<file path="config.mk">
export PLATFORM = sky130hd
export DESIGN_NAME = sih_top
export DESIGN_NICKNAME = d
export VERILOG_FILES = /design/src/pkg/sih_pkg.sv /design/src/core/sih_sync.sv /design/src/core/sih_top.sv
export VERILOG_INCLUDE_DIRS = /design/src /design/src/pkg
export SDC_FILE = /design/constraint.sdc
export NUM_CORES = 1
export LEC_CHECK = 0
export ABC_AREA = 1
export BUFFER_PORTS_ARGS = -buffer_cell sky130_fd_sc_hd__buf_4
export CORE_ASPECT_RATIO = 1.2
export CORE_UTILIZATION = 55
export CTS_CLUSTER_SIZE = 8
export DETAILED_ROUTE_END_ITERATION = 8
export HOLD_SLACK_MARGIN = 0.15
export PLACE_DENSITY_LB_ADDON = 0.2
export SLEW_MARGIN = 20
export SYNTH_ARGS = -nofsm -noshare
export SYNTH_HDL_FRONTEND = slang
export SYNTH_HIERARCHICAL = 1
export SYNTH_SLANG_ARGS = --single-unit
</file>
<file path="constraint.sdc">
create_clock -name CLOCK_IN -period 1.8 [get_ports CLOCK_IN]
set_input_delay 0.27 -clock CLOCK_IN [delete_from_list [all_inputs] [get_ports CLOCK_IN]]
set_output_delay 0.27 -clock CLOCK_IN [all_outputs]
set_load 0.01 [all_outputs]
</file>
<file path="src/pkg/sih_regs.svh">
// Purpose: Register offsets, field positions, reset values and divide counts
// Assumes: Byte offsets on the local register port, one 32-bit word each
// Notes:   Definitions only
`ifndef SIH_REGS_SVH
`define SIH_REGS_SVH

// ==========================================================
// Register offsets
`define SIH_OFF_BASE_CONTROL 8'h00
`define SIH_OFF_DESIGN_REVISION_ID 8'h04
`define SIH_OFF_CHANNEL_START_SET 8'h08
`define SIH_OFF_CHANNEL_START_CLEAR 8'h0C
`define SIH_OFF_PARALLEL_OUTPUT_DATA 8'h10
`define SIH_OFF_LINE_DIRECTION 8'h14
`define SIH_OFF_LINE_TERMINATION 8'h18
`define SIH_OFF_LINE_SOURCE_SELECT 8'h1C
`define SIH_OFF_UPPER_LINE_CONTROL 8'h20
`define SIH_OFF_SWITCH_STATUS 8'h24
`define SIH_OFF_PLL_COMMAND 8'h28
`define SIH_OFF_PLL_COMMAND_READBACK 8'h2C
`define SIH_OFF_LINE_READBACK 8'hC0
`define SIH_OFF_UPPER_LINE_READBACK 8'hC4
`define SIH_OFF_MESSAGE_TARGET_ADDRESS 8'hD4

// ==========================================================
// Field positions
`define SIH_BASE_IRQ_MASTER 0
`define SIH_BASE_IRQ_SET 1
`define SIH_BASE_MSG_ENABLE 2
`define SIH_BASE_MSG_CLEAR 3
`define SIH_BASE_REF_SELECT 4
`define SIH_BASE_WIDTH 5
`define SIH_UPPER_DATA_LSB 0
`define SIH_UPPER_DIR_LSB 8
`define SIH_UPPER_TERM_LSB 16
`define SIH_UPPER_MUX_LSB 24
`define SIH_SWITCH_LSB 16
`define SIH_PLL_DATA 0
`define SIH_PLL_SCLK 1
`define SIH_PLL_SPARE 2
`define SIH_PLL_ENABLE 3

// ==========================================================
// Reset values and divide counts
`define SIH_RESET_WORD 32'h0000_0000
`define SIH_DIV_HIGH 7'h08
`define SIH_DIV_LOW 7'h64

`endif

</file>
<file path="src/pkg/sih_pkg.sv">
// Purpose: Types shared by the register bank
// Assumes: Constants live in sih_regs.svh
// Notes:   Nothing here is imported; use sih_pkg::name
package sih_pkg;

  // ==========================================================
  // Types
  typedef logic [31:0] sih_word_t;
  typedef logic [33:0] sih_lines_t;

  // Message-interrupt write sequencer
  typedef enum logic [0:0] {
    SIH_MSG_IDLE,
    SIH_MSG_WAIT
  } sih_msg_e;

endpackage

</file>
<file path="src/core/sih_sync.sv">
// Purpose: Three-flop synchroniser with agreement gate for pin inputs
// Assumes: Inputs are asynchronous to CLOCK_IN
// Notes:   A bit changes once the second and third stages agree
`timescale 1ns/10ps
`default_nettype none

module sih_sync #(
  parameter int W = 1
) (
  input wire logic clk_in,
  input wire logic rst_in,
  input wire logic [W-1:0] async_in,
  output logic [W-1:0] sync_out
);

  logic [W-1:0] s1_q;
  logic [W-1:0] s2_q;
  logic [W-1:0] s3_q;
  logic [W-1:0] out_d;
  logic [W-1:0] agree;

  // ==========================================================
  // Agreement gate, first stage is never looked at here
  always_comb begin
    agree = ~(s2_q ^ s3_q);
    out_d = (sync_out & ~agree) | (s3_q & agree);
  end

  // Chain and held output
  always_ff @(posedge clk_in) begin
    if (rst_in) begin
      s1_q <= '0;
      s2_q <= '0;
      s3_q <= '0;
      sync_out <= '0;
    end else begin
      s1_q <= async_in;
      s2_q <= s1_q;
      s3_q <= s2_q;
      sync_out <= out_d;
    end
  end

endmodule // sih_sync

`default_nettype wire

</file>
<file path="src/core/sih_top.sv">
// Purpose: Host register bank of a 32-channel serial card
// Assumes: Local register port behind the host bus core, 250 MHz clock
// Notes:   Reads answer one cycle after the strobe; writes act at the edge
// Overview of operation
// [RL1] Master enable passes interrupt requests to the carrier line, else polled only
// [RL2] Interrupt set with master enable forces a test interrupt request
// [RL3] Message enable sends interrupts as writes to the message target address
// [RL4] Message collect clear empties stored message events before enabling
// [RL5] Reference select picks PLL A or 40 MHz oscillator; divide by 8 and 100
// [RL6] Base control bits are active high and reset to zero
// [RL7] Identifier is read-only: design id high half, revision low half
// [RL8] Writing ones to start set starts channels; reading shows active ones
// [RL9] A channel state machine may clear its own start bit
// [RL10] Writing ones to start clear stops those channels after current work
// [RL11] Channels sense a start clear within 12 channel clock periods
// [RL12] Output data drives a line only when output and parallel selected
// [RL13] Reading output data returns the stored value, not the pins
// [RL14] Direction one transmits, zero receives, only under parallel control
// [RL15] Termination one closes the switch, independent of mux
// [RL16] Mux one hands the line to state machine, zero to parallel port
// [RL17] Upper control holds data, direction, termination, mux of lines 33-32
// [RL18] Upper mux set forces that line's data to zero
// [RL19] Line readback returns sampled levels of lines 31-0
// [RL20] Upper readback returns lines 33-32 in its two low bits
// [RL21] Switch status shows eight DIP switches in bits 23-16
// [RL22] PLL data line driven low only when enabled and written low
// [RL23] Writing zero to start set or clear leaves channels unchanged
`timescale 1ns/10ps
`default_nettype none
`include "sih_regs.svh"

module sih_top #(
  parameter logic [15:0] DESIGN_ID = 16'h5A5A, // Arbitrary value
  parameter logic [15:0] FW_REVISION = 16'h0100 // Arbitrary value
) (
  // Clock and reset
  input wire logic CLOCK_IN,
  input wire logic RESET_IN,
  // Local register port
  input wire logic [7:0] REG_ADDR_IN,
  input wire logic REG_WR_IN,
  input wire logic REG_RD_IN,
  input wire logic [31:0] REG_WDATA_IN,
  output logic [31:0] REG_RDATA_OUT,
  output logic REG_RVALID_OUT,
  // Interrupts
  input wire logic [31:0] CHAN_IRQ_IN,
  output logic CARRIER_IRQ_OUT,
  output logic MSG_WR_REQ_OUT,
  output logic [31:0] MSG_WR_ADDR_OUT,
  input wire logic MSG_WR_ACK_IN,
  // Channel start
  input wire logic [31:0] CHAN_START_DONE_IN,
  output logic [31:0] CHAN_START_OUT,
  // Transmit reference
  input wire logic REF_OSC_IN,
  input wire logic REF_PLL_A_IN,
  output logic TX_HIGH_TICK_OUT,
  output logic TX_LOW_TICK_OUT,
  // Transceiver lines
  input wire logic [33:0] LINE_IN,
  input wire logic [33:0] SM_DATA_IN,
  input wire logic [33:0] SM_OE_IN,
  output logic [33:0] LINE_DATA_OUT,
  output logic [33:0] LINE_OE_OUT,
  output logic [33:0] LINE_TERM_OUT,
  // Switches and PLL
  input wire logic [7:0] DIP_SW_IN,
  input wire logic PLL_DATA_IN,
  output logic PLL_DATA_OUT,
  output logic PLL_DATA_OE_OUT,
  output logic PLL_SCLK_OUT,
  output logic PLL_ENABLE_OUT
);

  // ==========================================================
  // Functions
  // Line ownership: state machine when mux set, else parallel port
  function automatic logic pick(input logic mux, input logic sm, input logic par);
    pick = mux ? sm : par;
  endfunction

  // ==========================================================
  // Declarations
  logic [`SIH_BASE_WIDTH-1:0] base_q, base_d;
  sih_pkg::sih_word_t start_q, start_d;
  sih_pkg::sih_word_t data_q, data_d;
  sih_pkg::sih_word_t dir_q, dir_d;
  sih_pkg::sih_word_t term_q, term_d;
  sih_pkg::sih_word_t mux_q, mux_d;
  logic [1:0] up_data_q, up_data_d;
  logic [1:0] up_dir_q, up_dir_d;
  logic [1:0] up_term_q, up_term_d;
  logic [1:0] up_mux_q, up_mux_d;
  logic [3:0] pll_q, pll_d;
  sih_pkg::sih_word_t msg_addr_q, msg_addr_d;
  sih_pkg::sih_word_t rdata_d;
  logic wr_base, wr_set, wr_clr;
  logic [44:0] pins_s;
  sih_pkg::sih_lines_t line_s;
  logic [7:0] sw_s;
  logic pdat_s, osc_s, pll_s;

  // Synchronised pin levels, one instance for all pins
  sih_sync #(.W(45)) u_sync (
    .clk_in(CLOCK_IN),
    .rst_in(RESET_IN),
    .async_in({REF_PLL_A_IN, REF_OSC_IN, PLL_DATA_IN, DIP_SW_IN, LINE_IN}),
    .sync_out(pins_s)
  );

  always_comb begin
    line_s = pins_s[33:0];
    sw_s = pins_s[41:34];
    pdat_s = pins_s[42];
    osc_s = pins_s[43];
    pll_s = pins_s[44];
  end

  // ==========================================================
  // Register writes
  always_comb begin
    wr_base = REG_WR_IN && (REG_ADDR_IN == `SIH_OFF_BASE_CONTROL);
    wr_set = REG_WR_IN && (REG_ADDR_IN == `SIH_OFF_CHANNEL_START_SET);
    wr_clr = REG_WR_IN && (REG_ADDR_IN == `SIH_OFF_CHANNEL_START_CLEAR);
    base_d = base_q;
    data_d = data_q;
    dir_d = dir_q;
    term_d = term_q;
    mux_d = mux_q;
    up_data_d = up_data_q;
    up_dir_d = up_dir_q;
    up_term_d = up_term_q;
    up_mux_d = up_mux_q;
    pll_d = pll_q;
    msg_addr_d = msg_addr_q;
    if (wr_base) begin
      base_d = REG_WDATA_IN[`SIH_BASE_WIDTH-1:0];
    end
    if (REG_WR_IN) begin
      unique case (REG_ADDR_IN)
        `SIH_OFF_PARALLEL_OUTPUT_DATA: data_d = REG_WDATA_IN;
        `SIH_OFF_LINE_DIRECTION: dir_d = REG_WDATA_IN;
        `SIH_OFF_LINE_TERMINATION: term_d = REG_WDATA_IN;
        `SIH_OFF_LINE_SOURCE_SELECT: mux_d = REG_WDATA_IN;
        `SIH_OFF_UPPER_LINE_CONTROL: begin
          up_data_d = REG_WDATA_IN[`SIH_UPPER_DATA_LSB +: 2]; // RL17
          up_dir_d = REG_WDATA_IN[`SIH_UPPER_DIR_LSB +: 2];
          up_term_d = REG_WDATA_IN[`SIH_UPPER_TERM_LSB +: 2];
          up_mux_d = REG_WDATA_IN[`SIH_UPPER_MUX_LSB +: 2];
        end
        `SIH_OFF_PLL_COMMAND: pll_d = REG_WDATA_IN[3:0];
        `SIH_OFF_MESSAGE_TARGET_ADDRESS: msg_addr_d = REG_WDATA_IN;
        default: ;
      endcase
    end
  end

  // Start bits: only ones act; software set beats a same-cycle hardware clear
  always_comb begin
    start_d = start_q & ~CHAN_START_DONE_IN; // RL9
    if (wr_clr) begin
      start_d = start_d & ~REG_WDATA_IN; // RL10 RL23
    end
    if (wr_set) begin
      start_d = start_d | REG_WDATA_IN; // RL8 RL23
    end
  end

  // Control registers, all cleared by reset
  always_ff @(posedge CLOCK_IN) begin
    if (RESET_IN) begin
      base_q <= '0; // RL6
      start_q <= `SIH_RESET_WORD;
      data_q <= `SIH_RESET_WORD;
      dir_q <= `SIH_RESET_WORD;
      term_q <= `SIH_RESET_WORD;
      mux_q <= `SIH_RESET_WORD;
      up_data_q <= '0;
      up_dir_q <= '0;
      up_term_q <= '0;
      up_mux_q <= '0;
      pll_q <= '0;
      msg_addr_q <= `SIH_RESET_WORD;
    end else begin
      base_q <= base_d;
      start_q <= start_d;
      data_q <= data_d;
      dir_q <= dir_d;
      term_q <= term_d;
      mux_q <= mux_d;
      up_data_q <= up_data_d;
      up_dir_q <= up_dir_d;
      up_term_q <= up_term_d;
      up_mux_q <= up_mux_d;
      pll_q <= pll_d;
      msg_addr_q <= msg_addr_d;
    end
  end

  // ==========================================================
  // Register reads, no side effects; unmapped reads return zero
  always_comb begin
    rdata_d = `SIH_RESET_WORD;
    unique case (REG_ADDR_IN)
      `SIH_OFF_BASE_CONTROL: rdata_d[`SIH_BASE_WIDTH-1:0] = base_q;
      `SIH_OFF_DESIGN_REVISION_ID: rdata_d = {DESIGN_ID, FW_REVISION}; // RL7
      `SIH_OFF_CHANNEL_START_SET: rdata_d = start_q; // RL8
      `SIH_OFF_PARALLEL_OUTPUT_DATA: rdata_d = data_q; // RL13
      `SIH_OFF_LINE_DIRECTION: rdata_d = dir_q;
      `SIH_OFF_LINE_TERMINATION: rdata_d = term_q;
      `SIH_OFF_LINE_SOURCE_SELECT: rdata_d = mux_q;
      `SIH_OFF_UPPER_LINE_CONTROL: begin
        rdata_d[`SIH_UPPER_DATA_LSB +: 2] = up_data_q; // RL17
        rdata_d[`SIH_UPPER_DIR_LSB +: 2] = up_dir_q;
        rdata_d[`SIH_UPPER_TERM_LSB +: 2] = up_term_q;
        rdata_d[`SIH_UPPER_MUX_LSB +: 2] = up_mux_q;
      end
      `SIH_OFF_SWITCH_STATUS: rdata_d[`SIH_SWITCH_LSB +: 8] = sw_s; // RL21
      // Data bit shows the wire, which the PLL may hold low
      `SIH_OFF_PLL_COMMAND: rdata_d[3:0] = {pll_q[3:1], pdat_s};
      `SIH_OFF_PLL_COMMAND_READBACK: rdata_d[3:0] = pll_q;
      `SIH_OFF_LINE_READBACK: rdata_d = line_s[31:0]; // RL19
      `SIH_OFF_UPPER_LINE_READBACK: rdata_d[1:0] = line_s[33:32]; // RL20
      `SIH_OFF_MESSAGE_TARGET_ADDRESS: rdata_d = msg_addr_q;
      default: ;
    endcase
  end

  always_ff @(posedge CLOCK_IN) begin
    if (RESET_IN) begin
      REG_RDATA_OUT <= `SIH_RESET_WORD;
      REG_RVALID_OUT <= 1'b0;
    end else begin
      REG_RDATA_OUT <= REG_RD_IN ? rdata_d : `SIH_RESET_WORD;
      REG_RVALID_OUT <= REG_RD_IN;
    end
  end

  // ==========================================================
  // Interrupt and message-interrupt logic
  logic irq_src, irq_prev_q, irq_rise;
  logic collect_q, collect_d;
  logic msg_req_d;
  sih_pkg::sih_msg_e msg_q, msg_d;

  always_comb begin
    irq_src = (|CHAN_IRQ_IN) | (base_q[`SIH_BASE_IRQ_SET] & base_q[`SIH_BASE_IRQ_MASTER]);
    irq_rise = irq_src & ~irq_prev_q;
    msg_d = msg_q;
    collect_d = collect_q;
    // Clear on a write of the clear bit; a new event in that cycle still lands
    if (wr_base && REG_WDATA_IN[`SIH_BASE_MSG_CLEAR]) begin
      collect_d = 1'b0; // RL4
    end
    unique case (msg_q)
      sih_pkg::SIH_MSG_IDLE: begin
        if (base_q[`SIH_BASE_MSG_ENABLE] && collect_q) begin
          msg_d = sih_pkg::SIH_MSG_WAIT; // RL3
          collect_d = 1'b0;
        end
      end
      sih_pkg::SIH_MSG_WAIT: begin
        if (MSG_WR_ACK_IN) begin
          msg_d = sih_pkg::SIH_MSG_IDLE;
        end
      end
    endcase
    if (irq_rise) begin
      collect_d = 1'b1;
    end
    msg_req_d = (msg_d == sih_pkg::SIH_MSG_WAIT);
  end

  always_ff @(posedge CLOCK_IN) begin
    if (RESET_IN) begin
      irq_prev_q <= 1'b0;
      collect_q <= 1'b0;
      msg_q <= sih_pkg::SIH_MSG_IDLE;
      MSG_WR_REQ_OUT <= 1'b0;
      MSG_WR_ADDR_OUT <= `SIH_RESET_WORD;
      CARRIER_IRQ_OUT <= 1'b0;
    end else begin
      irq_prev_q <= irq_src;
      collect_q <= collect_d;
      msg_q <= msg_d;
      MSG_WR_REQ_OUT <= msg_req_d;
      MSG_WR_ADDR_OUT <= msg_addr_q; // RL3
      CARRIER_IRQ_OUT <= base_q[`SIH_BASE_IRQ_MASTER] & irq_src; // RL1 RL2
    end
  end

  // ==========================================================
  // Transmit reference dividers
  // Pin clocks pass the agreement gate, so each reference must stay well under 62.5 MHz
  logic ref_s, ref_prev_q, ref_rise;
  logic [6:0] hi_cnt_q, hi_cnt_d, lo_cnt_q, lo_cnt_d;
  logic hi_tick_d, lo_tick_d;

  always_comb begin
    ref_s = base_q[`SIH_BASE_REF_SELECT] ? pll_s : osc_s; // RL5
    ref_rise = ref_s & ~ref_prev_q;
    hi_cnt_d = hi_cnt_q;
    lo_cnt_d = lo_cnt_q;
    hi_tick_d = 1'b0;
    lo_tick_d = 1'b0;
    if (ref_rise) begin
      hi_tick_d = (hi_cnt_q == `SIH_DIV_HIGH - 7'h01); // RL5
      lo_tick_d = (lo_cnt_q == `SIH_DIV_LOW - 7'h01);
      hi_cnt_d = hi_tick_d ? 7'h00 : hi_cnt_q + 7'h01;
      lo_cnt_d = lo_tick_d ? 7'h00 : lo_cnt_q + 7'h01;
    end
  end

  always_ff @(posedge CLOCK_IN) begin
    if (RESET_IN) begin
      ref_prev_q <= 1'b0;
      hi_cnt_q <= '0;
      lo_cnt_q <= '0;
      TX_HIGH_TICK_OUT <= 1'b0;
      TX_LOW_TICK_OUT <= 1'b0;
    end else begin
      ref_prev_q <= ref_s;
      hi_cnt_q <= hi_cnt_d;
      lo_cnt_q <= lo_cnt_d;
      TX_HIGH_TICK_OUT <= hi_tick_d;
      TX_LOW_TICK_OUT <= lo_tick_d;
    end
  end

  // ==========================================================
  // Line drivers, start bits and PLL pins
  sih_pkg::sih_lines_t ld_d, oe_d;

  always_comb begin
    for (int i = 0; i < 32; i++) begin
      ld_d[i] = pick(mux_q[i], SM_DATA_IN[i], data_q[i]); // RL12 RL16
      oe_d[i] = pick(mux_q[i], SM_OE_IN[i], dir_q[i]); // RL14
    end
    for (int j = 0; j < 2; j++) begin
      // Upper lines have no channel data; mux forces the data low
      ld_d[32+j] = pick(up_mux_q[j], 1'b0, up_data_q[j]); // RL18
      oe_d[32+j] = pick(up_mux_q[j], SM_OE_IN[32+j], up_dir_q[j]);
    end
  end

  always_ff @(posedge CLOCK_IN) begin
    if (RESET_IN) begin
      LINE_DATA_OUT <= '0;
      LINE_OE_OUT <= '0;
      LINE_TERM_OUT <= '0;
      CHAN_START_OUT <= `SIH_RESET_WORD;
      PLL_DATA_OUT <= 1'b0;
      PLL_DATA_OE_OUT <= 1'b0;
      PLL_SCLK_OUT <= 1'b0;
      PLL_ENABLE_OUT <= 1'b0;
    end else begin
      LINE_DATA_OUT <= ld_d;
      LINE_OE_OUT <= oe_d;
      LINE_TERM_OUT <= {up_term_q, term_q}; // RL15
      CHAN_START_OUT <= start_q; // RL11
      PLL_DATA_OUT <= 1'b0;
      PLL_DATA_OE_OUT <= pll_q[`SIH_PLL_ENABLE] & ~pll_q[`SIH_PLL_DATA]; // RL22
      PLL_SCLK_OUT <= pll_q[`SIH_PLL_SCLK];
      PLL_ENABLE_OUT <= pll_q[`SIH_PLL_ENABLE];
    end
  end
endmodule // sih_top

`default_nettype wire

</file>
==> results.json, run 1 <==
{
  "synth_edf_count": 0,
  "cts-root-buf": "clkbuf_16",
  "max_stage_delay_ns": 0.60,
  "critPathLaunchType": "input port",
  "syn_avg_cell_area_sq_um": 7.78,
  "cts_made_buffers": 86,
  "insertion_delay_ns": 0.60,
  "core_area_sq_mm": 0.0388,
  "clock.fmax_mhz": 548,
  "place_inst": 3701,
  "post-place-ws_ns": -0.105,
  "synth_top_family_by_area": "simple AND/OR/NAND/NOR gates",
  "syn2layout_area_growth_pct": 40.9,
  "hpwl_um": 48700,
  "die_area_sq_mm": 0.0404,
  "track_usage_pct": 38.1,
  "fin_skew_ns": 0.0207,
  "critPathMaxFanout": 13,
  "ant_nets": 0,
  "yosysUniqueCellTypes": 32,
  "cts_buffer_depth": 3,
  "cts_tree": "built",
  "netlist_area_sq_mm": 0.0218,
  "hold_viol": 0,
  "synth_mux_area_share_pct": 0,
  "synthArstFlopShare_pct": 0,
  "die_h_um": 220,
  "netlist.area_leader.share_pct": 56.3,
  "cp_cell_sequence": "buf_4, inv_1, nand2_2, nor2_4, buf_4, buf_4, buf_4, nand3_1, nand2_1, dlygate4sd3_1, a21oi_1",
  "die_width_um": 184,
  "grt_pass1_wl_um": 118000,
  "grt_pass1_vias": 22021,
  "peakVddDrop_uv": 875,
  "synthCells": 2795,
  "violations": "negative setup slack",
  "nets": 3723,
  "p_leak_uw": 0.0133,
  "antenna_found_initial": 4,
  "critPathRequiredTime_ns": 2.27,
  "portBuffers": 425,
  "io_pins": 429,
  "yosysTopAreaCell": "dfxtp_1",
  "drive_gt1_share_pct": 18.6,
  "num_rows": 79,
  "ys.flop_type": "dfxtp_1",
  "synth_seq_cells": 612,
  "cts.clk_slew.worst_paths_ns": 0.05,
  "crit_path_frequent_cell": "buf_4",
  "powerDensity_mw_per_mm2": 965,
  "synth-compound-area-share_pct": 14.8,
  "setup_tns_ns": -0.0262,
  "vias": 21974,
  "drt_iter0_drc": 2378,
  "endpoint_kind": "flop",
  "seq_area_frac_synth_pct": 56.3,
  "gr-total-overflow": 0,
  "synth-simple-area-share_pct": 19.2,
  "max_slew_margin_pct": 62.5,
  "period_share_pct": 101,
  "worst-setup-path-type": "input port to flop",
  "synth_common_cells": "dfxtp_1, nor2_1, inv_1, nand2_1, o21ai_0",
  "period_minus_slack_ns": 1.83,
  "n_fill_cell": 2524,
  "setup_violations": 1,
  "crit_arrival_ns": 2.30,
  "status": "finished, violations left",
  "gp_congestion": 0.921,
  "synth_fa_ha_area_share_pct": 0.115,
  "syn_nets": 3019,
  "yosysMostFrequentCell": "dfxtp_1",
  "synth.top_cells.by_area": "dfxtp_1, nor2_1, o21ai_0, a21oi_1, inv_1",
  "wl_per_cell_um": 19.5,
  "cap_violations": 0,
  "viasPerCell": 5.45,
  "cp_slowest_cell": "dlygate4sd3_1",
  "maxSlewViolCount": 0,
  "dr.pass1.iters": 6,
  "start_util_pct": 56.0,
  "wl_um": 78500,
  "htreeDepth": 3,
  "grt_max_degree": 71,
  "cts_sinks": 612,
  "synth-xor-area-share_pct": 0,
  "min_path_type": "input port to flop",
  "layout_setup_ws_ns": -0.0262,
  "route.detailed.drc": 0,
  "worst_pin_slew_ns": 0.562,
  "ys.warnings.count": 6,
  "final_cells": 4031
}
[logic make-up (layout without fill, tap and decap cells)]
logic type               Yosys count  count (layout)
buffers and inverters            506            1215
AND/OR/NAND/NOR                 1033            1033
other                              1               2
adder cells (fa/ha/maj)            2               2
AO/OA/AOI/OAI                    641             641
flip-flops                       612             612
[report_power, final]
group / leakage [uW] / internal [uW] / switching, uW
clock network: 0.00112 / 8670 / 5490
logic: 0.00726 / 817 / 812
registers: 0.00495 / 13700 / 71.6
[layout by cell type, fill, tap and decap left out, types with 89 or more instances in the layout]
| cell | synthesis | final |
|---|---|---|
| nor2_1 | 546 | 541 |
| clkbuf_16 | 0 | 89 |
| nand2_1 | 310 | 307 |
| nand3_1 | 141 | 141 |
| o21ai_0 | 309 | 308 |
| a21oi_1 | 301 | 301 |
| inv_1 | 362 | 361 |
| dlygate4sd3_1 | 0 | 232 |
| buf_4 | 9 | 484 |
| dfxtp_1 | 612 | 612 |
[state kept, by name, indices dropped and copies added, names as in the netlist, 32 cells and up, named ones only]
register	count
term_q	32
dir_q	32
start_q	32
data_q	32
u_sync/s3_q	45
CHAN_START_OUT	32
LINE_OE_OUT	34
MSG_WR_ADDR_OUT	32
LINE_DATA_OUT	34
LINE_TERM_OUT	34
REG_RDATA_OUT	32
u_sync/s1_q	45
mux_q	32
msg_addr_q	32
u_sync/s2_q	45
[cell type report]
class | count | area (sq um) | area share, %
sequential | 612 | 12300 | 40.0
multi-input combinational | 1677 | 7470 | 24.4
timing repair buffer | 748 | 6590 | 21.5
clock buffer | 88 | 2200 | 7.18
inverter | 374 | 1410 | 4.61
tap | 526 | 658 | 2.15
clock inverter | 5 | 72.6 | 0.237
antenna | 1 | 2.50 | 0.00816
[metal layers]
layer	up-vias	track usage, %	routed length (um)
met2	1313	63.5	37300
li1	10162	-	-
met1	10156	43.9	28700
met5	-	0	13
met3	341	9.50	7760
met4	2	23.7	4780
[path summary, 6_finish.rpt]
path              startpoint         endpoint  slack [ns]  cells after the start
max           REG_ADDR_IN[1]      start_q[12]       -0.03                     11
min                REG_WR_IN         pll_q[1]        0.17                      4
min reg2reg  u_sync/s1_q[30]  u_sync/s2_q[30]        0.40                      2
max reg2reg        base_q[4]      hi_cnt_q[5]        0.19                      9
[worst max-delay path, delay by kind of cell]
family | cells | cell delay (ns)
buffers and inverters | 6 | 1.33
AND/OR/NAND/NOR | 4 | 0.61
AO/OA/AOI/OAI | 1 | 0.08
[stage by stage]
step | instance area (sq um) | total power [uW] | util [%] | hold WS (ns)
5_1_grt | 30700 | 30400 | 78.9 | 0.193
4_1_cts | 30600 | 29500 | 78.7 | 0.156
3_5_place_dp | 26000 | 15200 | 66.9 | 0.392
6_report | 30700 | 29600 | 78.9 | 0.174
3_3_place_gp | 26000 | 15200 | 66.9 | 0.390
2_1_floorplan | 21800 | 14500 | - | 0.377
[timing repair]
item                                    in CTS  in global routing
resized for setup                            0                 11
endpoints found under the setup margin       0                 15
hold buffers                               232                  0
hold endpoints to repair                   328                  0
setup buffers                                0                  3
(Power assumes the default switching activity.)
==> inputs of run 2 (changes only) <==
--- a/config.mk
+++ b/config.mk
@@ -14,6 +14,7 @@
 export DETAILED_ROUTE_END_ITERATION = 8
 export HOLD_SLACK_MARGIN = 0.15
 export PLACE_DENSITY_LB_ADDON = 0.2
+export SETUP_SLACK_MARGIN = 0.2
 export SLEW_MARGIN = 20
 export SYNTH_ARGS = -nofsm -noshare
 export SYNTH_HDL_FRONTEND = slang
==> run 2 against run 1 <==
Compared with the run above: the run now ends clean; clock power is essentially flat; die area is the same; critical endpoint is now start_q[24]; critical path type unchanged; largest power group unchanged; non-clock buffer count shrank 26; final cell count shrank 0.67%; first-iteration DRC count shrank 7.9%; clock-buffer cell count is the same.
==> results.json, run 2 (synthesis gave the netlist of run 1 again) <==
{
  "met1_length_um": 28900,
  "min_path_type": "input port to flop",
  "ant_nets": 0,
  "fin_skew_ns": 0.0147,
  "grt_pass1_vias": 21641,
  "powerDensity_mw_per_mm2": 971,
  "placedInstanceArea_sq_mm": 0.0260,
  "grt_pass1_wl_um": 116000,
  "cp_top_family": "buffers and inverters",
  "cts-root-buf": "clkbuf_16",
  "maxSlewViolCount": 0,
  "p_leak_uw": 0.0132,
  "cp_slowest_cell": "dlygate4sd3_1",
  "critPathMaxFanout": 10,
  "critPathRequiredTime_ns": 2.27,
  "wl_um": 76700,
  "gp_congestion": 0.921,
  "diodes": 0,
  "cts_tree": "built",
  "wl_met3_um": 7040,
  "start_util_pct": 56.0,
  "fin_area_sq_mm": 0.0304,
  "dr.pass1.iters": 6,
  "routed.top_layer": "met4",
  "critPathLaunchType": "input port",
  "grt_max_degree": 71,
  "max_stage_delay_ns": 0.58,
  "drt_iter0_drc": 2191,
  "layout_setup_ws_ns": 0.198,
  "clock.fmax_mhz": 624,
  "die_width_um": 184,
  "status": "finished, final reports clean",
  "wl_per_cell_um": 19.2,
  "cts_made_buffers": 86,
  "period_share_pct": 89.0,
  "wl_met2_um": 36500,
  "cts_buffer_depth": 3,
  "nets": 3697,
  "peakVddDrop_uv": 875,
  "vias": 21658,
  "post-place-ws_ns": -0.105,
  "antenna_found_initial": 2,
  "viasPerCell": 5.41,
  "gr-total-overflow": 0,
  "hold_viol": 0,
  "multi_input_area_sq_mm": 0.00748,
  "final_common_cell": "dfxtp_1",
  "layout_common_cells": "dfxtp_1, nor2_1, buf_4, inv_1, o21ai_0",
  "worst_pin_slew_ns": 0.579,
  "cts.clk_slew.worst_paths_ns": 0.05,
  "portBuffers": 425,
  "n_fill_cell": 2548,
  "route.detailed.drc": 0,
  "max_slew_margin_pct": 61.3,
  "rsz0062_at_grt": "yes",
  "endpoint_kind": "flop",
  "htreeDepth": 3,
  "ff_latch_area_sq_mm": 0.0123,
  "die_area_sq_mm": 0.0404,
  "path_buf_inv": 5,
  "syn2layout_area_growth_pct": 39.7,
  "cap_violations": 0,
  "setup_violations": 0,
  "period_minus_slack_ns": 1.60,
  "cts_sinks": 612,
  "die_h_um": 220,
  "crit_path_frequent_cell": "buf_4",
  "drive_gt1_share_pct": 18.8,
  "hpwl_um": 48700,
  "core_area_sq_mm": 0.0388,
  "insertion_delay_ns": 0.60,
  "num_rows": 79,
  "worst-setup-path-type": "input port to flop",
  "io_pins": 429,
  "track_usage_pct": 37.5,
  "cp_cell_sequence": "buf_4, inv_1, nand2_2, nor2_4, buf_4, buf_4, nand3_1, nand2_1, dlygate4sd3_1, a21oi_1",
  "top_regs": "u_sync/s1_q x45, u_sync/s2_q x45, u_sync/s3_q x45",
  "crit_arrival_ns": 2.07
}
run 2: power breakdown:
part	switching (uW)	internal, uW
sequential	71.5	13700
combinational	798	805
clock	5440	8670
total	6310	23200
run 2: worst register-to-register path, delay by kind of cell (launching register included):
kind | cells | cell delay, ns
AND/OR/NAND/NOR | 6 | 0.79
flip-flops | 1 | 0.33
buffers and inverters | 2 | 0.13
AO/OA/AOI/OAI | 1 | 0.07
run 2: cell type report:
type,count,share of cell area (%)
clock buffers,88,7.25
clock inverters,5,0.239
inverters,374,4.64
multi-input cells,1677,24.6
flip-flops and latches,612,40.3
well taps,526,2.17
repair buffers,722,20.8
run 2: final timing paths:
path	start	end	slack, ns	cells past startpoint
min	CHAN_IRQ_IN[25]	irq_prev_q	0.14	7
max reg2reg	flop	hi_cnt_q[5]	0.35	9
max	REG_ADDR_IN[1]	start_q[24]	0.20	10
min reg2reg	u_sync/s1_q[30]	u_sync/s2_q[30]	0.40	2
run 2: per-layer routing:
layer,vias up,global-route usage (%)
li1,10104,-
met1,10015,44.0
met2,1237,62.7
met3,302,8.51
met4,0,21.9
met5,-,0
run 2: stage by stage:
step	TNS, ns	instances	total power (uW)	utilization (%)	hold slack [ns]
global placement	-0.370	3701	15200	66.9	0.390
CTS	0	4006	29500	78.2	0.156
detailed placement	-1.19	3701	15200	66.9	0.392
floorplan	0	2795	14500	-	0.377
finish	0	4004	29500	78.2	0.141
global route	0	4004	30300	78.2	0.193
run 2: repair_timing:
| item | CTS | global route |
|---|---|---|
| setup buffers | 0 | 3 |
| resized for setup | 0 | 13 |
| hold buffers | 212 | 0 |
| endpoints found under the setup margin | 0 | 24 |
| hold endpoints to repair | 328 | 0 |
